<file path="src/shared/esbtc_defines.vh">
`ifndef ESBTC_DEFINES_VH
`define ESBTC_DEFINES_VH

// ----------------------------------------
// register byte addresses
// ----------------------------------------
`define ESB_ADDR_WIDTHS 32'h78100000
`define ESB_ADDR_ROM 32'h78100004
`define ESB_ADDR_SRAM 32'h78100008
`define ESB_ADDR_IO0 32'h7810000c
`define ESB_ADDR_IO1 32'h78100010
`define ESB_ADDR_DRAM 32'h78180000

// ----------------------------------------
// field positions
// ----------------------------------------
`define ESB_TYPE_MSB 2
`define ESB_TYPE_LSB 0
`define ESB_PAGE_BIT 4
`define ESB_SRAMBW_MSB 5
`define ESB_SRAMBW_LSB 4
`define ESB_BUSY_BIT 0
`define ESB_DRAMBW_MSB 1
`define ESB_DRAMBW_LSB 0

// ----------------------------------------
// reset values and encodings
// ----------------------------------------
`define ESB_TYPE_RST 3'h7
`define ESB_PAGE_RST 1'h0
`define ESB_BW_NONE 2'h0
`define ESB_BW_8 2'h1
`define ESB_BW_16 2'h2
`define ESB_SRAMBW_RST 2'h2
`define ESB_DRAMBW_RST 2'h0
`define ESB_AREA_SRAM 2'h0
`define ESB_AREA_IO0 2'h1
`define ESB_AREA_IO1 2'h2
`define ESB_AREA_DRAM 2'h3

// ----------------------------------------
// timing tables, entry for code 7 first
// ----------------------------------------
`define ESB_SRAM_SETUP_TBL {3'h2, 3'h2, 3'h2, 3'h2, 3'h1, 3'h1, 3'h1, 3'h1}
`define ESB_SRAM_STB_TBL {5'h10, 5'h0d, 5'h0a, 5'h08, 5'h05, 5'h03, 5'h02, 5'h01}
`define ESB_SRAM_OFF_TBL {4'h7, 4'h6, 4'h5, 4'h4, 4'h3, 4'h3, 4'h2, 4'h1}
`define ESB_SRAM_BURST_TBL {4'h9, 4'h7, 4'h6, 4'h5, 4'h3, 4'h3, 4'h2, 4'h1}
`define ESB_IO_SETUP_TBL {3'h4, 3'h3, 3'h2, 3'h2, 3'h2, 3'h1, 3'h1, 3'h1}
`define ESB_IO_STB_TBL {5'h18, 5'h14, 5'h10, 5'h0c, 5'h08, 5'h06, 5'h04, 5'h01}
`define ESB_IO_OFF_TBL {4'hb, 4'h9, 4'h8, 4'h7, 4'h5, 4'h4, 4'h3, 4'h1}
`define ESB_IO_BURST_LEN 4'h1

`endif

</file>
<file path="src/logic/esbtc_cycle_seq.v">
`timescale 1ns/1ns
`include "esbtc_defines.vh"

module esbtc_cycle_seq (
	input wire pclk,
	input wire presetn,
	input wire ce,
	input wire start,
	input wire write,
	input wire sel_b,
	input wire page_hit,
	input wire [2:0] setup_len,
	input wire [4:0] strobe_len,
	input wire [3:0] off_len,
	input wire [3:0] burst_len,
	input wire wait_in,
	output reg idle_ff,
	output reg sel_a_n_ff,
	output reg sel_b_n_ff,
	output reg oe_n_ff,
	output reg we_n_ff,
	output reg done_ff
);

// ----------------------------------------
// phases
// ----------------------------------------
localparam [3:0] ST_IDLE = 4'h1;
localparam [3:0] ST_SETUP = 4'h2;
localparam [3:0] ST_STROBE = 4'h4;
localparam [3:0] ST_OFF = 4'h8;

reg [3:0] state_ff;
reg [3:0] nxt_state;
reg [4:0] cnt_ff;
reg [4:0] nxt_cnt;
reg write_ff;
reg sel_b_ff;
reg nxt_done;

always @* begin
	nxt_state = state_ff;
	nxt_cnt = cnt_ff;
	nxt_done = 1'b0;
	case (state_ff)
		ST_IDLE: begin
			if (start && page_hit) begin
				// page access skips address setup
				nxt_state = ST_STROBE;
				nxt_cnt = {1'b0, burst_len} - 5'h01;
			end else if (start) begin
				nxt_state = ST_SETUP;
				nxt_cnt = {2'h0, setup_len} - 5'h01;
			end
		end
		ST_SETUP: begin
			if (cnt_ff == 5'h00) begin
				nxt_state = ST_STROBE;
				nxt_cnt = strobe_len - 5'h01;
			end else begin
				nxt_cnt = cnt_ff - 5'h01;
			end
		end
		ST_STROBE: begin
			if (wait_in) begin
				nxt_cnt = cnt_ff;
			end else if (cnt_ff == 5'h00) begin
				nxt_state = ST_OFF;
				nxt_cnt = {1'b0, off_len} - 5'h01;
			end else begin
				nxt_cnt = cnt_ff - 5'h01;
			end
		end
		ST_OFF: begin
			if (cnt_ff == 5'h00) begin
				nxt_state = ST_IDLE;
				nxt_done = 1'b1;
			end else begin
				nxt_cnt = cnt_ff - 5'h01;
			end
		end
		default: begin
			nxt_state = ST_IDLE;
			nxt_cnt = 5'h00;
		end
	endcase
end

always @(posedge pclk or negedge presetn) begin
	if (!presetn) begin
		state_ff <= ST_IDLE;
		cnt_ff <= 5'h00;
		write_ff <= 1'b0;
		sel_b_ff <= 1'b0;
		idle_ff <= 1'b1;
		sel_a_n_ff <= 1'b1;
		sel_b_n_ff <= 1'b1;
		oe_n_ff <= 1'b1;
		we_n_ff <= 1'b1;
		done_ff <= 1'b0;
	end else if (ce) begin
		state_ff <= nxt_state;
		cnt_ff <= nxt_cnt;
		done_ff <= nxt_done;
		if (start && state_ff == ST_IDLE) begin
			write_ff <= write;
			sel_b_ff <= sel_b;
		end
		idle_ff <= (nxt_state == ST_IDLE);
		// one timing set drives whichever select of the bank is chosen
		sel_a_n_ff <= (nxt_state == ST_IDLE) ||
			(state_ff == ST_IDLE ? sel_b : sel_b_ff);
		sel_b_n_ff <= (nxt_state == ST_IDLE) ||
			!(state_ff == ST_IDLE ? sel_b : sel_b_ff);
		oe_n_ff <= !(nxt_state == ST_STROBE) ||
			(state_ff == ST_IDLE ? write : write_ff);
		we_n_ff <= !(nxt_state == ST_STROBE) ||
			!(state_ff == ST_IDLE ? write : write_ff);
	end
end

endmodule // esbtc_cycle_seq

</file>
<file path="src/logic/esbtc_ctrl.v">
// The implementer's own choice: the APB interface to the registers.
`timescale 1ns/1ns
`include "esbtc_defines.vh"

module esbtc_ctrl (
	input wire pclk,
	input wire presetn,
	input wire ce,
	input wire psel,
	input wire penable,
	input wire pwrite,
	input wire [31:0] paddr,
	input wire [31:0] pwdata,
	output reg [31:0] prdata_ff,
	output reg pready_ff,
	output reg pslverr_ff,
	input wire mem_req,
	input wire [1:0] mem_area,
	input wire mem_write,
	input wire mem_sel_b,
	input wire mem_burst,
	input wire mem_from_dma,
	output reg mem_busy_ff,
	output reg mem_done_ff,
	output reg mem_err_ff,
	output reg mem_abort_ff,
	output reg dram_req_ff,
	output reg rom_page_mode_ff,
	output reg [1:0] dram_bus_width_ff,
	input wire bank0_wait_in,
	input wire bank1_wait_in,
	output wire sram_select_n,
	output wire sram_oe_n,
	output wire sram_we_n,
	output wire bank0_select_a_n,
	output wire bank0_select_b_n,
	output wire bank0_oe_n,
	output wire bank0_we_n,
	output wire bank1_select_a_n,
	output wire bank1_select_b_n,
	output wire bank1_oe_n,
	output wire bank1_we_n
);

// ----------------------------------------
// registers
// ----------------------------------------
reg [2:0] sram_timing_code_ff;
reg sram_page_ff;
reg [2:0] bank0_timing_code_ff;
reg [2:0] bank1_timing_code_ff;
reg [1:0] sram_bus_width_ff;
reg sram_last_ff;

wire acc = psel && penable;
wire wr_take = acc && pwrite && pready_ff;
wire hit_widths = (paddr == `ESB_ADDR_WIDTHS);
wire hit_rom = (paddr == `ESB_ADDR_ROM);
wire hit_sram = (paddr == `ESB_ADDR_SRAM);
wire hit_io0 = (paddr == `ESB_ADDR_IO0);
wire hit_io1 = (paddr == `ESB_ADDR_IO1);
wire hit_dram = (paddr == `ESB_ADDR_DRAM);
wire hit_any = hit_widths || hit_rom || hit_sram || hit_io0 || hit_io1 || hit_dram;

// ----------------------------------------
// read mux
// ----------------------------------------
reg [31:0] nxt_rdata;

always @* begin
	nxt_rdata = 32'h00000000;
	if (hit_widths) begin
		nxt_rdata[`ESB_SRAMBW_MSB:`ESB_SRAMBW_LSB] = sram_bus_width_ff;
		nxt_rdata[`ESB_BUSY_BIT] = mem_busy_ff;
	end else if (hit_rom) begin
		nxt_rdata[`ESB_PAGE_BIT] = rom_page_mode_ff;
	end else if (hit_sram) begin
		nxt_rdata[`ESB_TYPE_MSB:`ESB_TYPE_LSB] = sram_timing_code_ff;
		nxt_rdata[`ESB_PAGE_BIT] = sram_page_ff;
	end else if (hit_io0) begin
		nxt_rdata[`ESB_TYPE_MSB:`ESB_TYPE_LSB] = bank0_timing_code_ff;
	end else if (hit_io1) begin
		nxt_rdata[`ESB_TYPE_MSB:`ESB_TYPE_LSB] = bank1_timing_code_ff;
	end else if (hit_dram) begin
		nxt_rdata[`ESB_DRAMBW_MSB:`ESB_DRAMBW_LSB] = dram_bus_width_ff;
	end
end

// ----------------------------------------
// apb slave, one wait state
// ----------------------------------------
always @(posedge pclk or negedge presetn) begin
	if (!presetn) begin
		pready_ff <= 1'b0;
		pslverr_ff <= 1'b0;
		prdata_ff <= 32'h00000000;
	end else if (ce) begin
		// ready is registered, so every transfer takes exactly one wait state
		pready_ff <= acc && !pready_ff;
		pslverr_ff <= acc && !pready_ff && !hit_any;
		if (acc && !pready_ff && !pwrite) begin
			prdata_ff <= nxt_rdata;
		end
	end
end

always @(posedge pclk or negedge presetn) begin
	if (!presetn) begin
		rom_page_mode_ff <= `ESB_PAGE_RST;
		sram_timing_code_ff <= `ESB_TYPE_RST;
		sram_page_ff <= `ESB_PAGE_RST;
		bank0_timing_code_ff <= `ESB_TYPE_RST;
		bank1_timing_code_ff <= `ESB_TYPE_RST;
		sram_bus_width_ff <= `ESB_SRAMBW_RST;
		dram_bus_width_ff <= `ESB_DRAMBW_RST;
	end else if (ce && wr_take) begin
		// reserved write data is dropped, so those bits stay zero
		if (hit_rom) begin
			rom_page_mode_ff <= pwdata[`ESB_PAGE_BIT];
		end
		if (hit_sram) begin
			sram_timing_code_ff <= pwdata[`ESB_TYPE_MSB:`ESB_TYPE_LSB];
			sram_page_ff <= pwdata[`ESB_PAGE_BIT];
		end
		if (hit_io0) begin
			bank0_timing_code_ff <= pwdata[`ESB_TYPE_MSB:`ESB_TYPE_LSB];
		end
		if (hit_io1) begin
			bank1_timing_code_ff <= pwdata[`ESB_TYPE_MSB:`ESB_TYPE_LSB];
		end
		if (hit_widths) begin
			sram_bus_width_ff <= pwdata[`ESB_SRAMBW_MSB:`ESB_SRAMBW_LSB];
		end
		if (hit_dram) begin
			dram_bus_width_ff <= pwdata[`ESB_DRAMBW_MSB:`ESB_DRAMBW_LSB];
		end
	end
end

// ----------------------------------------
// timing decode
// ----------------------------------------
wire [23:0] sram_setup_tbl = `ESB_SRAM_SETUP_TBL;
wire [39:0] sram_stb_tbl = `ESB_SRAM_STB_TBL;
wire [31:0] sram_off_tbl = `ESB_SRAM_OFF_TBL;
wire [31:0] sram_burst_tbl = `ESB_SRAM_BURST_TBL;
wire [23:0] io_setup_tbl = `ESB_IO_SETUP_TBL;
wire [39:0] io_stb_tbl = `ESB_IO_STB_TBL;
wire [31:0] io_off_tbl = `ESB_IO_OFF_TBL;

wire [2:0] sram_setup = sram_setup_tbl[sram_timing_code_ff * 3 +: 3];
wire [4:0] sram_stb = sram_stb_tbl[sram_timing_code_ff * 5 +: 5];
wire [3:0] sram_off = sram_off_tbl[sram_timing_code_ff * 4 +: 4];
wire [3:0] sram_burst = sram_burst_tbl[sram_timing_code_ff * 4 +: 4];
wire [2:0] b0_setup = io_setup_tbl[bank0_timing_code_ff * 3 +: 3];
wire [4:0] b0_stb = io_stb_tbl[bank0_timing_code_ff * 5 +: 5];
wire [3:0] b0_off = io_off_tbl[bank0_timing_code_ff * 4 +: 4];
wire [2:0] b1_setup = io_setup_tbl[bank1_timing_code_ff * 3 +: 3];
wire [4:0] b1_stb = io_stb_tbl[bank1_timing_code_ff * 5 +: 5];
wire [3:0] b1_off = io_off_tbl[bank1_timing_code_ff * 4 +: 4];

// ----------------------------------------
// request dispatch
// ----------------------------------------
wire take = mem_req && !mem_busy_ff;
wire sram_absent = (sram_bus_width_ff == `ESB_BW_NONE);
wire dram_ok = (dram_bus_width_ff == `ESB_BW_16);
wire go_sram = take && (mem_area == `ESB_AREA_SRAM) && !sram_absent;
wire go_io0 = take && (mem_area == `ESB_AREA_IO0);
wire go_io1 = take && (mem_area == `ESB_AREA_IO1);
wire go_dram = take && (mem_area == `ESB_AREA_DRAM);
wire sram_bad = take && (mem_area == `ESB_AREA_SRAM) && sram_absent;
// without page mode every access is a single one
wire page_hit = sram_page_ff && mem_burst && sram_last_ff;
wire sram_done;
wire b0_done;
wire b1_done;

always @(posedge pclk or negedge presetn) begin
	if (!presetn) begin
		mem_busy_ff <= 1'b0;
		mem_done_ff <= 1'b0;
		mem_err_ff <= 1'b0;
		mem_abort_ff <= 1'b0;
		dram_req_ff <= 1'b0;
		sram_last_ff <= 1'b0;
	end else if (ce) begin
		mem_busy_ff <= (mem_busy_ff && !(sram_done || b0_done || b1_done)) ||
			go_sram || go_io0 || go_io1;
		mem_done_ff <= sram_done || b0_done || b1_done || (go_dram && dram_ok);
		mem_err_ff <= (sram_bad && mem_from_dma) || (go_dram && !dram_ok);
		mem_abort_ff <= sram_bad && !mem_from_dma;
		dram_req_ff <= go_dram && dram_ok;
		if (sram_done) begin
			sram_last_ff <= 1'b1;
		end else if (take) begin
			sram_last_ff <= 1'b0;
		end
	end
end

// ----------------------------------------
// cycle sequencers
// ----------------------------------------
esbtc_cycle_seq u_sram_seq (
	.pclk(pclk),
	.presetn(presetn),
	.ce(ce),
	.start(go_sram),
	.write(mem_write),
	.sel_b(1'b0),
	.page_hit(page_hit),
	.setup_len(sram_setup),
	.strobe_len(sram_stb),
	.off_len(sram_off),
	.burst_len(sram_burst),
	.wait_in(1'b0),
	.idle_ff(),
	.sel_a_n_ff(sram_select_n),
	.sel_b_n_ff(),
	.oe_n_ff(sram_oe_n),
	.we_n_ff(sram_we_n),
	.done_ff(sram_done)
);

esbtc_cycle_seq u_bank0_seq (
	.pclk(pclk),
	.presetn(presetn),
	.ce(ce),
	.start(go_io0),
	.write(mem_write),
	.sel_b(mem_sel_b),
	.page_hit(1'b0),
	.setup_len(b0_setup),
	.strobe_len(b0_stb),
	.off_len(b0_off),
	.burst_len(`ESB_IO_BURST_LEN),
	.wait_in(bank0_wait_in),
	.idle_ff(),
	.sel_a_n_ff(bank0_select_a_n),
	.sel_b_n_ff(bank0_select_b_n),
	.oe_n_ff(bank0_oe_n),
	.we_n_ff(bank0_we_n),
	.done_ff(b0_done)
);

esbtc_cycle_seq u_bank1_seq (
	.pclk(pclk),
	.presetn(presetn),
	.ce(ce),
	.start(go_io1),
	.write(mem_write),
	.sel_b(mem_sel_b),
	.page_hit(1'b0),
	.setup_len(b1_setup),
	.strobe_len(b1_stb),
	.off_len(b1_off),
	.burst_len(`ESB_IO_BURST_LEN),
	.wait_in(bank1_wait_in),
	.idle_ff(),
	.sel_a_n_ff(bank1_select_a_n),
	.sel_b_n_ff(bank1_select_b_n),
	.oe_n_ff(bank1_oe_n),
	.we_n_ff(bank1_we_n),
	.done_ff(b1_done)
);

endmodule // esbtc_ctrl

</file>
<file path="config.mk">
export PLATFORM = sky130hd
export DESIGN_NAME = esbtc_ctrl
export DESIGN_NICKNAME = d
export VERILOG_FILES = /design/src/logic/esbtc_cycle_seq.v /design/src/logic/esbtc_ctrl.v
export VERILOG_INCLUDE_DIRS = /design/src /design/src/shared
export SDC_FILE = /design/constraint.sdc
export NUM_CORES = 1
export LEC_CHECK = 0
export BUFFER_PORTS_ARGS = -buffer_cell sky130_fd_sc_hd__buf_2
export CAP_MARGIN = 25
export CORE_UTILIZATION = 55
export CTS_CLUSTER_SIZE = 40
export DETAILED_ROUTE_END_ITERATION = 10
export PLACE_DENSITY = 0.81
export SLEW_MARGIN = 10
export SYNTH_ARGS = -nofsm -noshare
export SYNTH_HDL_FRONTEND = slang
export SYNTH_SLANG_ARGS = --single-unit
</file>
<file path="constraint.sdc">
create_clock -name pclk -period 3.1 [get_ports pclk]
set_input_delay 0.155 -clock pclk [delete_from_list [all_inputs] [get_ports pclk]]
set_output_delay 0.155 -clock pclk [all_outputs]
set_load 0.01 [all_outputs]
</file>
### Word-level counts from Yosys, hierarchy flattened

Cells that the tools add are included.

* add/subtract/negate cells: 13
* multipliers: 6
* equality and inequality tests: 36
* shifts and indexed selects: 10
* muxes and demuxes: 61
* reduce and logical (&&, ||, !) cells: 83

Operators by type and width (number)
* == test 32 x 31 -> 1 bit (second input constant): 6
* indexed part select 32 x 6 -> 4 bit (first input constant): 4
* indexed part select 40 x 7 -> 5 bit (first input constant): 3
* 2-to-1 mux 5 bit: 15
* indexed part select 24 x 6 -> 3 bit (first input constant): 3
* 2-to-1 mux 4 bit: 15
* case mux 5 bit (4 select lines): 3
* case mux 4 bit (4 select lines): 3
* subtractor 5 x 1 -> 5 bit (second input constant): 6
* logical AND 1 bit: 25
* == test 4 x 1 -> 1 bit (second input constant): 6
* == test 4 x 3 -> 1 bit (second input constant): 6
* logical OR 1 bit: 22
* AND reduction 2 bit: 11
* subtractor 4 x 1 -> 5 bit (second input constant): 4
* 2-to-1 mux 1 bit: 19
* multiplier 3 x 3 -> 6 bit (second input constant): 3
* zero test 1 bit: 16
* zero test 5 bit: 3
* multiplier 3 x 2 -> 5 bit (second input constant): 3
* != test 2 bit (second input constant): 7
* == test 4 x 2 -> 1 bit (second input constant): 3
* == test 4 bit (second input constant): 3
* subtractor 3 x 1 -> 4 bit (second input constant): 3
* 9 further kinds: 17

* bits in registers: 74
* input port bits: 79
* output and inout bits: 53
* word-level logic and storage cells: 250

### Depth between registers and ports, before layout

* depth in word-level cells: 10
* depth in mapped cells: 11
* mapped depth without buffers: 11

### Hierarchy

Synthesis repeated with hierarchy kept, for this count alone.

* cells, all modules: 736
* area total of the unflattened synthesis: 6518.8 um^2

By module, submodules not included
* esbtc_cycle_seq at u_bank0_seq ...: times used 2, cells each 152, area an instance 1406.3 um^2, seq. area each 432.9 um^2
* esbtc_ctrl: times used 1, cells each 265, area an instance 2323.5 um^2, seq. area each 713.2 um^2
* esbtc_cycle_seq at u_sram_seq: times used 1, cells each 167, area an instance 1382.6 um^2, seq. area each 432.9 um^2

### Least setup slack after synthesis

No wires, ideal clock.

* path type: register to register
* start point: register bank0_timing_code_ff[2]
* end point: register u_bank0_seq.cnt_ff[4]
* setup time: 126 ps
* data arrival time: 2619 ps
* required time: 2974 ps
* setup slack: 355 ps
* cell stages (with the launch flop): 10
* cell sequence: dfstp_2 > clkbuf_1 > buf_1 > mux2_2 > ha_1 > nor4b_1 > mux2i_1 > nor4_1 > or3_1 > a221o_1

* cells in the longest elaborated chain, start to end: 5

Ends and longest elaborated chain
* from (decl): line esbtc_ctrl.v:50 `reg [2:0] bank0_timing_code_ff;`
* from (signal assigned): line esbtc_ctrl.v:112 `` bank0_timing_code_ff <= `ESB_TYPE_RST; ``
* from (signal assigned): line esbtc_ctrl.v:126 `` bank0_timing_code_ff <= pwdata[`ESB_TYPE_MSB:`ESB_TYPE_LSB]; ``
* multiplier 3 x 3 -> 6 bit (tied with other cells): line esbtc_ctrl.v:156 `wire [4:0] b0_stb = io_stb_tbl[bank0_timing_code_ff * 5 +: 5];`
* indexed part select 40 x 7 -> 5 bit (tied with other cells): line esbtc_ctrl.v:156
* subtractor 5 x 1 -> 5 bit (tied with other cells): line esbtc_cycle_seq.v:59 `nxt_cnt = strobe_len - 5'h01;`
* 2-to-1 mux 5 bit, on equally long branches: line esbtc_cycle_seq.v:57, esbtc_cycle_seq.v:51, esbtc_cycle_seq.v:65
* case mux 5 bit (4 select lines) (*): line esbtc_cycle_seq.v:45 `case (state_ff)`
* to (signal assigned): line esbtc_cycle_seq.v:103 `cnt_ff <= nxt_cnt;`
* to (decl): line esbtc_cycle_seq.v:35 `reg [4:0] cnt_ff;`

Mark *: on every way between the ends. The rest lies on a longest branch, timed or not. The select of a mux whose other input is x is not followed.
A chain may end at the register's enable or synchronous reset.

### Final worst setup path

* start point: register sram_timing_code_ff[1]
* end point: register u_sram_seq.cnt_ff[2]

* cells in the longest elaborated chain, start to end: 6

Ends and longest elaborated chain
* from (decl): line esbtc_ctrl.v:48 `reg [2:0] sram_timing_code_ff;`
* from (signal assigned): line esbtc_ctrl.v:110 `` sram_timing_code_ff <= `ESB_TYPE_RST; ``
* from (signal assigned): line esbtc_ctrl.v:122 `` sram_timing_code_ff <= pwdata[`ESB_TYPE_MSB:`ESB_TYPE_LSB]; ``
* parallel branches: the longest is 5 deep, another holds multiplier 3 x 3 -> 6 bit
* case mux 5 bit (4 select lines) (*): line esbtc_cycle_seq.v:45
* to (signal assigned): line esbtc_cycle_seq.v:103
* to (decl): line esbtc_cycle_seq.v:35

Every way passes the cells marked *. The select of a mux whose other input is x is not followed.

==> reports/metrics.yaml <==
power.density_nw_per_um2: 338
antenna_found_initial: 0
die_y_um: 103
vias: 4949
grt_max_degree: 45
utilization: 0.631
setup.worst_path.end_class: "flip-flop"
synth_ff_type: "dfrtp_1"
cts_tree: "done"
period_minus_slack_ns: 2.83
ios: 132
relSlewSlack: 0.416
diodes: 0
cp.arrival_ns: 3.11
globalplace.congestion: 0.952
start_util: 0.572
n_fill_cell: 836
path_cells: "inv_1, ha_1, nor2_1, a21oi_1, ha_1, ha_1, or3b_2, a211oi_1, a221o_1, a32oi_1, o21ai_0"
num_rows: 36
wl_per_cell_um: 16.1
drv_slew: 0
die-area_sq_um: 10600
final-setup-viol-count: 0
hold_viol_final: 0
first_iter_violations: 253
start_kind: "flip-flop"
synth_seq_cells: 74
cap_violations: 0
cts-root-buf: "clkbuf_8"
layout_common_cells: "buf_2 (77), dfrtp_1 (50), nor2_1 (49)"
coreArea_sq_um: 9820
rsz0062_at_grt: "false"
hold_path_class: "in2reg"
worst_pin_slew_ns: 0.876
max_stage_delay_ns: 0.57
final_common_cell: "buf_2"
ys_warn_count: 0
ant_nets: 0
die_w_um: 103
setup.worst_path.class: "reg2reg"
hpwlAfterDp_um: 10000
fmax_mhz: 353
grt_util_all_layers: 0.272
drc: 0
cts_buffers: 9
synth_area_per_cell_sq_um: 9.03
viasPerCell: 5.98
grt_pass1_wl_um: 22300
drive_gt1_frac: 0.261
clkTransAtPathRegs_ns: 0.08
ys_async_sr_fraction: 1.00
skew_ns: 0.00789
wl_um: 13300
clock_latency_ns: 0.37
worst_path_max_delay_cell: "dfstp_2"
critical_path.max_fanout: 6
fin_nets: 799
grt_remaining_overflow: 0
cts_htree_levels: 3
cp_common_cell: "ha_1"
ir_drop_v: 0.000268
synth_edf_count: 0
fin_crit_sh: 0.913
power.total_uw: 2090
status: "completed"
yosysSeqAreaShare: 0.335
cts_buffer_depth: 2
cts_sinks: 74
synthDistinctLibCells: 75
syn_area_sq_um: 5620
grt_pass1_vias: 4773
crit_required_ns: 3.38
leakage_uw: 0.00266
tns_ns: 0
dr.pass1.iters: 5
synth_cells: 622
syn2layout_area_growth_pct: 10.3
port_buffers: 77
-- path summary, 6_finish.rpt --
check	startpoint	end	slack [ns]	cells after the start
max in group asynchronous	presetn	u_bank1_seq.state_ff[0]	1.76	3
min in group asynchronous	presetn	prdata_ff[4]	0.48	2
setup reg to reg	sram_timing_code_ff[1]	u_sram_seq.cnt_ff[2]	0.27	11
hold / removal	pwdata[5]	sram_bus_width_ff[1]	0.03	2
hold reg to reg	prdata_ff[2]	prdata_ff[2]	0.48	1
setup / recovery	sram_timing_code_ff[1]	u_sram_seq.cnt_ff[2]	0.27	11
-- through the flow --
| step | setup slack, ns | cells | hold WS, ns | instance area, sq um |
|---|---|---|---|---|
| after floorplan | 0.355 | 648 | -0.141 | 5720 |
| after global placement | 0.356 | 810 | 0.303 | 6010 |
| after detailed placement | 0.318 | 810 | 0.318 | 6010 |
| after CTS | 0.285 | 827 | 0.0173 | 6200 |
| after global routing | 0.0416 | 827 | 0.0267 | 6200 |
| final | 0.269 | 827 | 0.0278 | 6200 |
-- what timing repair did --
action,4_1_cts,5_1_grt
hold buffers,1,0
endpoints found under the hold margin,21,0
resized for setup,0,0
setup buffers,0,0
-- synth_stat cells, drive strengths merged, types with 5 or more instances --
library cell / instances / area (sq um)
buf: 34 / 234
nor2b: 6 / 37.5
a21oi: 27 / 135
a31oi: 9 / 71.3
or4b: 12 / 120
a22oi: 6 / 45.0
o22a: 8 / 70.1
ha: 31 / 388
inv: 32 / 120
nand2b: 14 / 87.6
nor3: 23 / 115
a211oi: 6 / 50.1
or3b: 5 / 43.8
nand3: 12 / 60.1
mux2: 29 / 327
mux2i: 16 / 160
o21ai: 32 / 160
nor2: 49 / 184
dfrtp: 50 / 1250
nor4b: 16 / 159
dfstp: 24 / 631
a32oi: 5 / 43.8
nor4: 6 / 52.6
clkbuf: 23 / 87.6
a22o: 5 / 43.8
nand2: 47 / 176
xor2: 9 / 78.8
o221ai: 5 / 43.8
-- critical path: cells and delay by family (launching register included) --
| family | cells | cell delay, ns |
|---|---|---|
| simple gates | 2 | 0.64 |
| flops | 1 | 0.57 |
| buf+inv | 1 | 0.09 |
| fa+ha+maj | 3 | 0.73 |
| compound gates | 5 | 0.73 |
-- metal layers --
metal  share of wire  track usage
met2            0.48        0.445
met4           0.020        0.107
met5               0            0
met3           0.051       0.0427
met1            0.45        0.363
-- layout make-up --
class | count | area (sq um) | share of cell area
clock buffer | 11 | 141 | 0.0228
clock inverter | 5 | 31.3 | 0.00505
tap | 133 | 166 | 0.0269
inverter | 33 | 124 | 0.0200
multi-input combinational | 484 | 3390 | 0.547
timing repair buffer | 87 | 463 | 0.0747
sequential | 74 | 1880 | 0.304
-- where the power goes --
| part | internal, uW | leakage (uW) | total (uW) | switching [uW] |
|---|---|---|---|---|
| registers | 1020 | 0.000922 | 1080 | 54.5 |
| clock network | 310 | 0.0000891 | 688 | 379 |
| logic | 133 | 0.00165 | 331 | 197 |
-- cells by family after synthesis --
| logic type | count (synthesis) | share of synthesized area |
|---|---|---|
| AO/OA/AOI/OAI | 144 | 0.179 |
| XOR/XNOR | 13 | 0.0203 |
| adder cells (fa/ha/maj) | 31 | 0.0690 |
| buffers and inverters | 90 | 0.0793 |
| flip-flops | 74 | 0.335 |
| multiplexers | 45 | 0.0866 |
| other | 1 | 0.000667 |
| AND/OR/NAND/NOR | 224 | 0.230 |
-- state kept, by name (all words and copies together) (netlist names), 4 cells and up --
signal / cells
u_bank0_seq.state_ff: 4
u_bank0_seq.cnt_ff: 5
prdata_ff: 5
u_sram_seq.cnt_ff: 5
u_bank1_seq.state_ff: 4
u_sram_seq.state_ff: 4
u_bank1_seq.cnt_ff: 5
(Power assumes the default switching activity.)
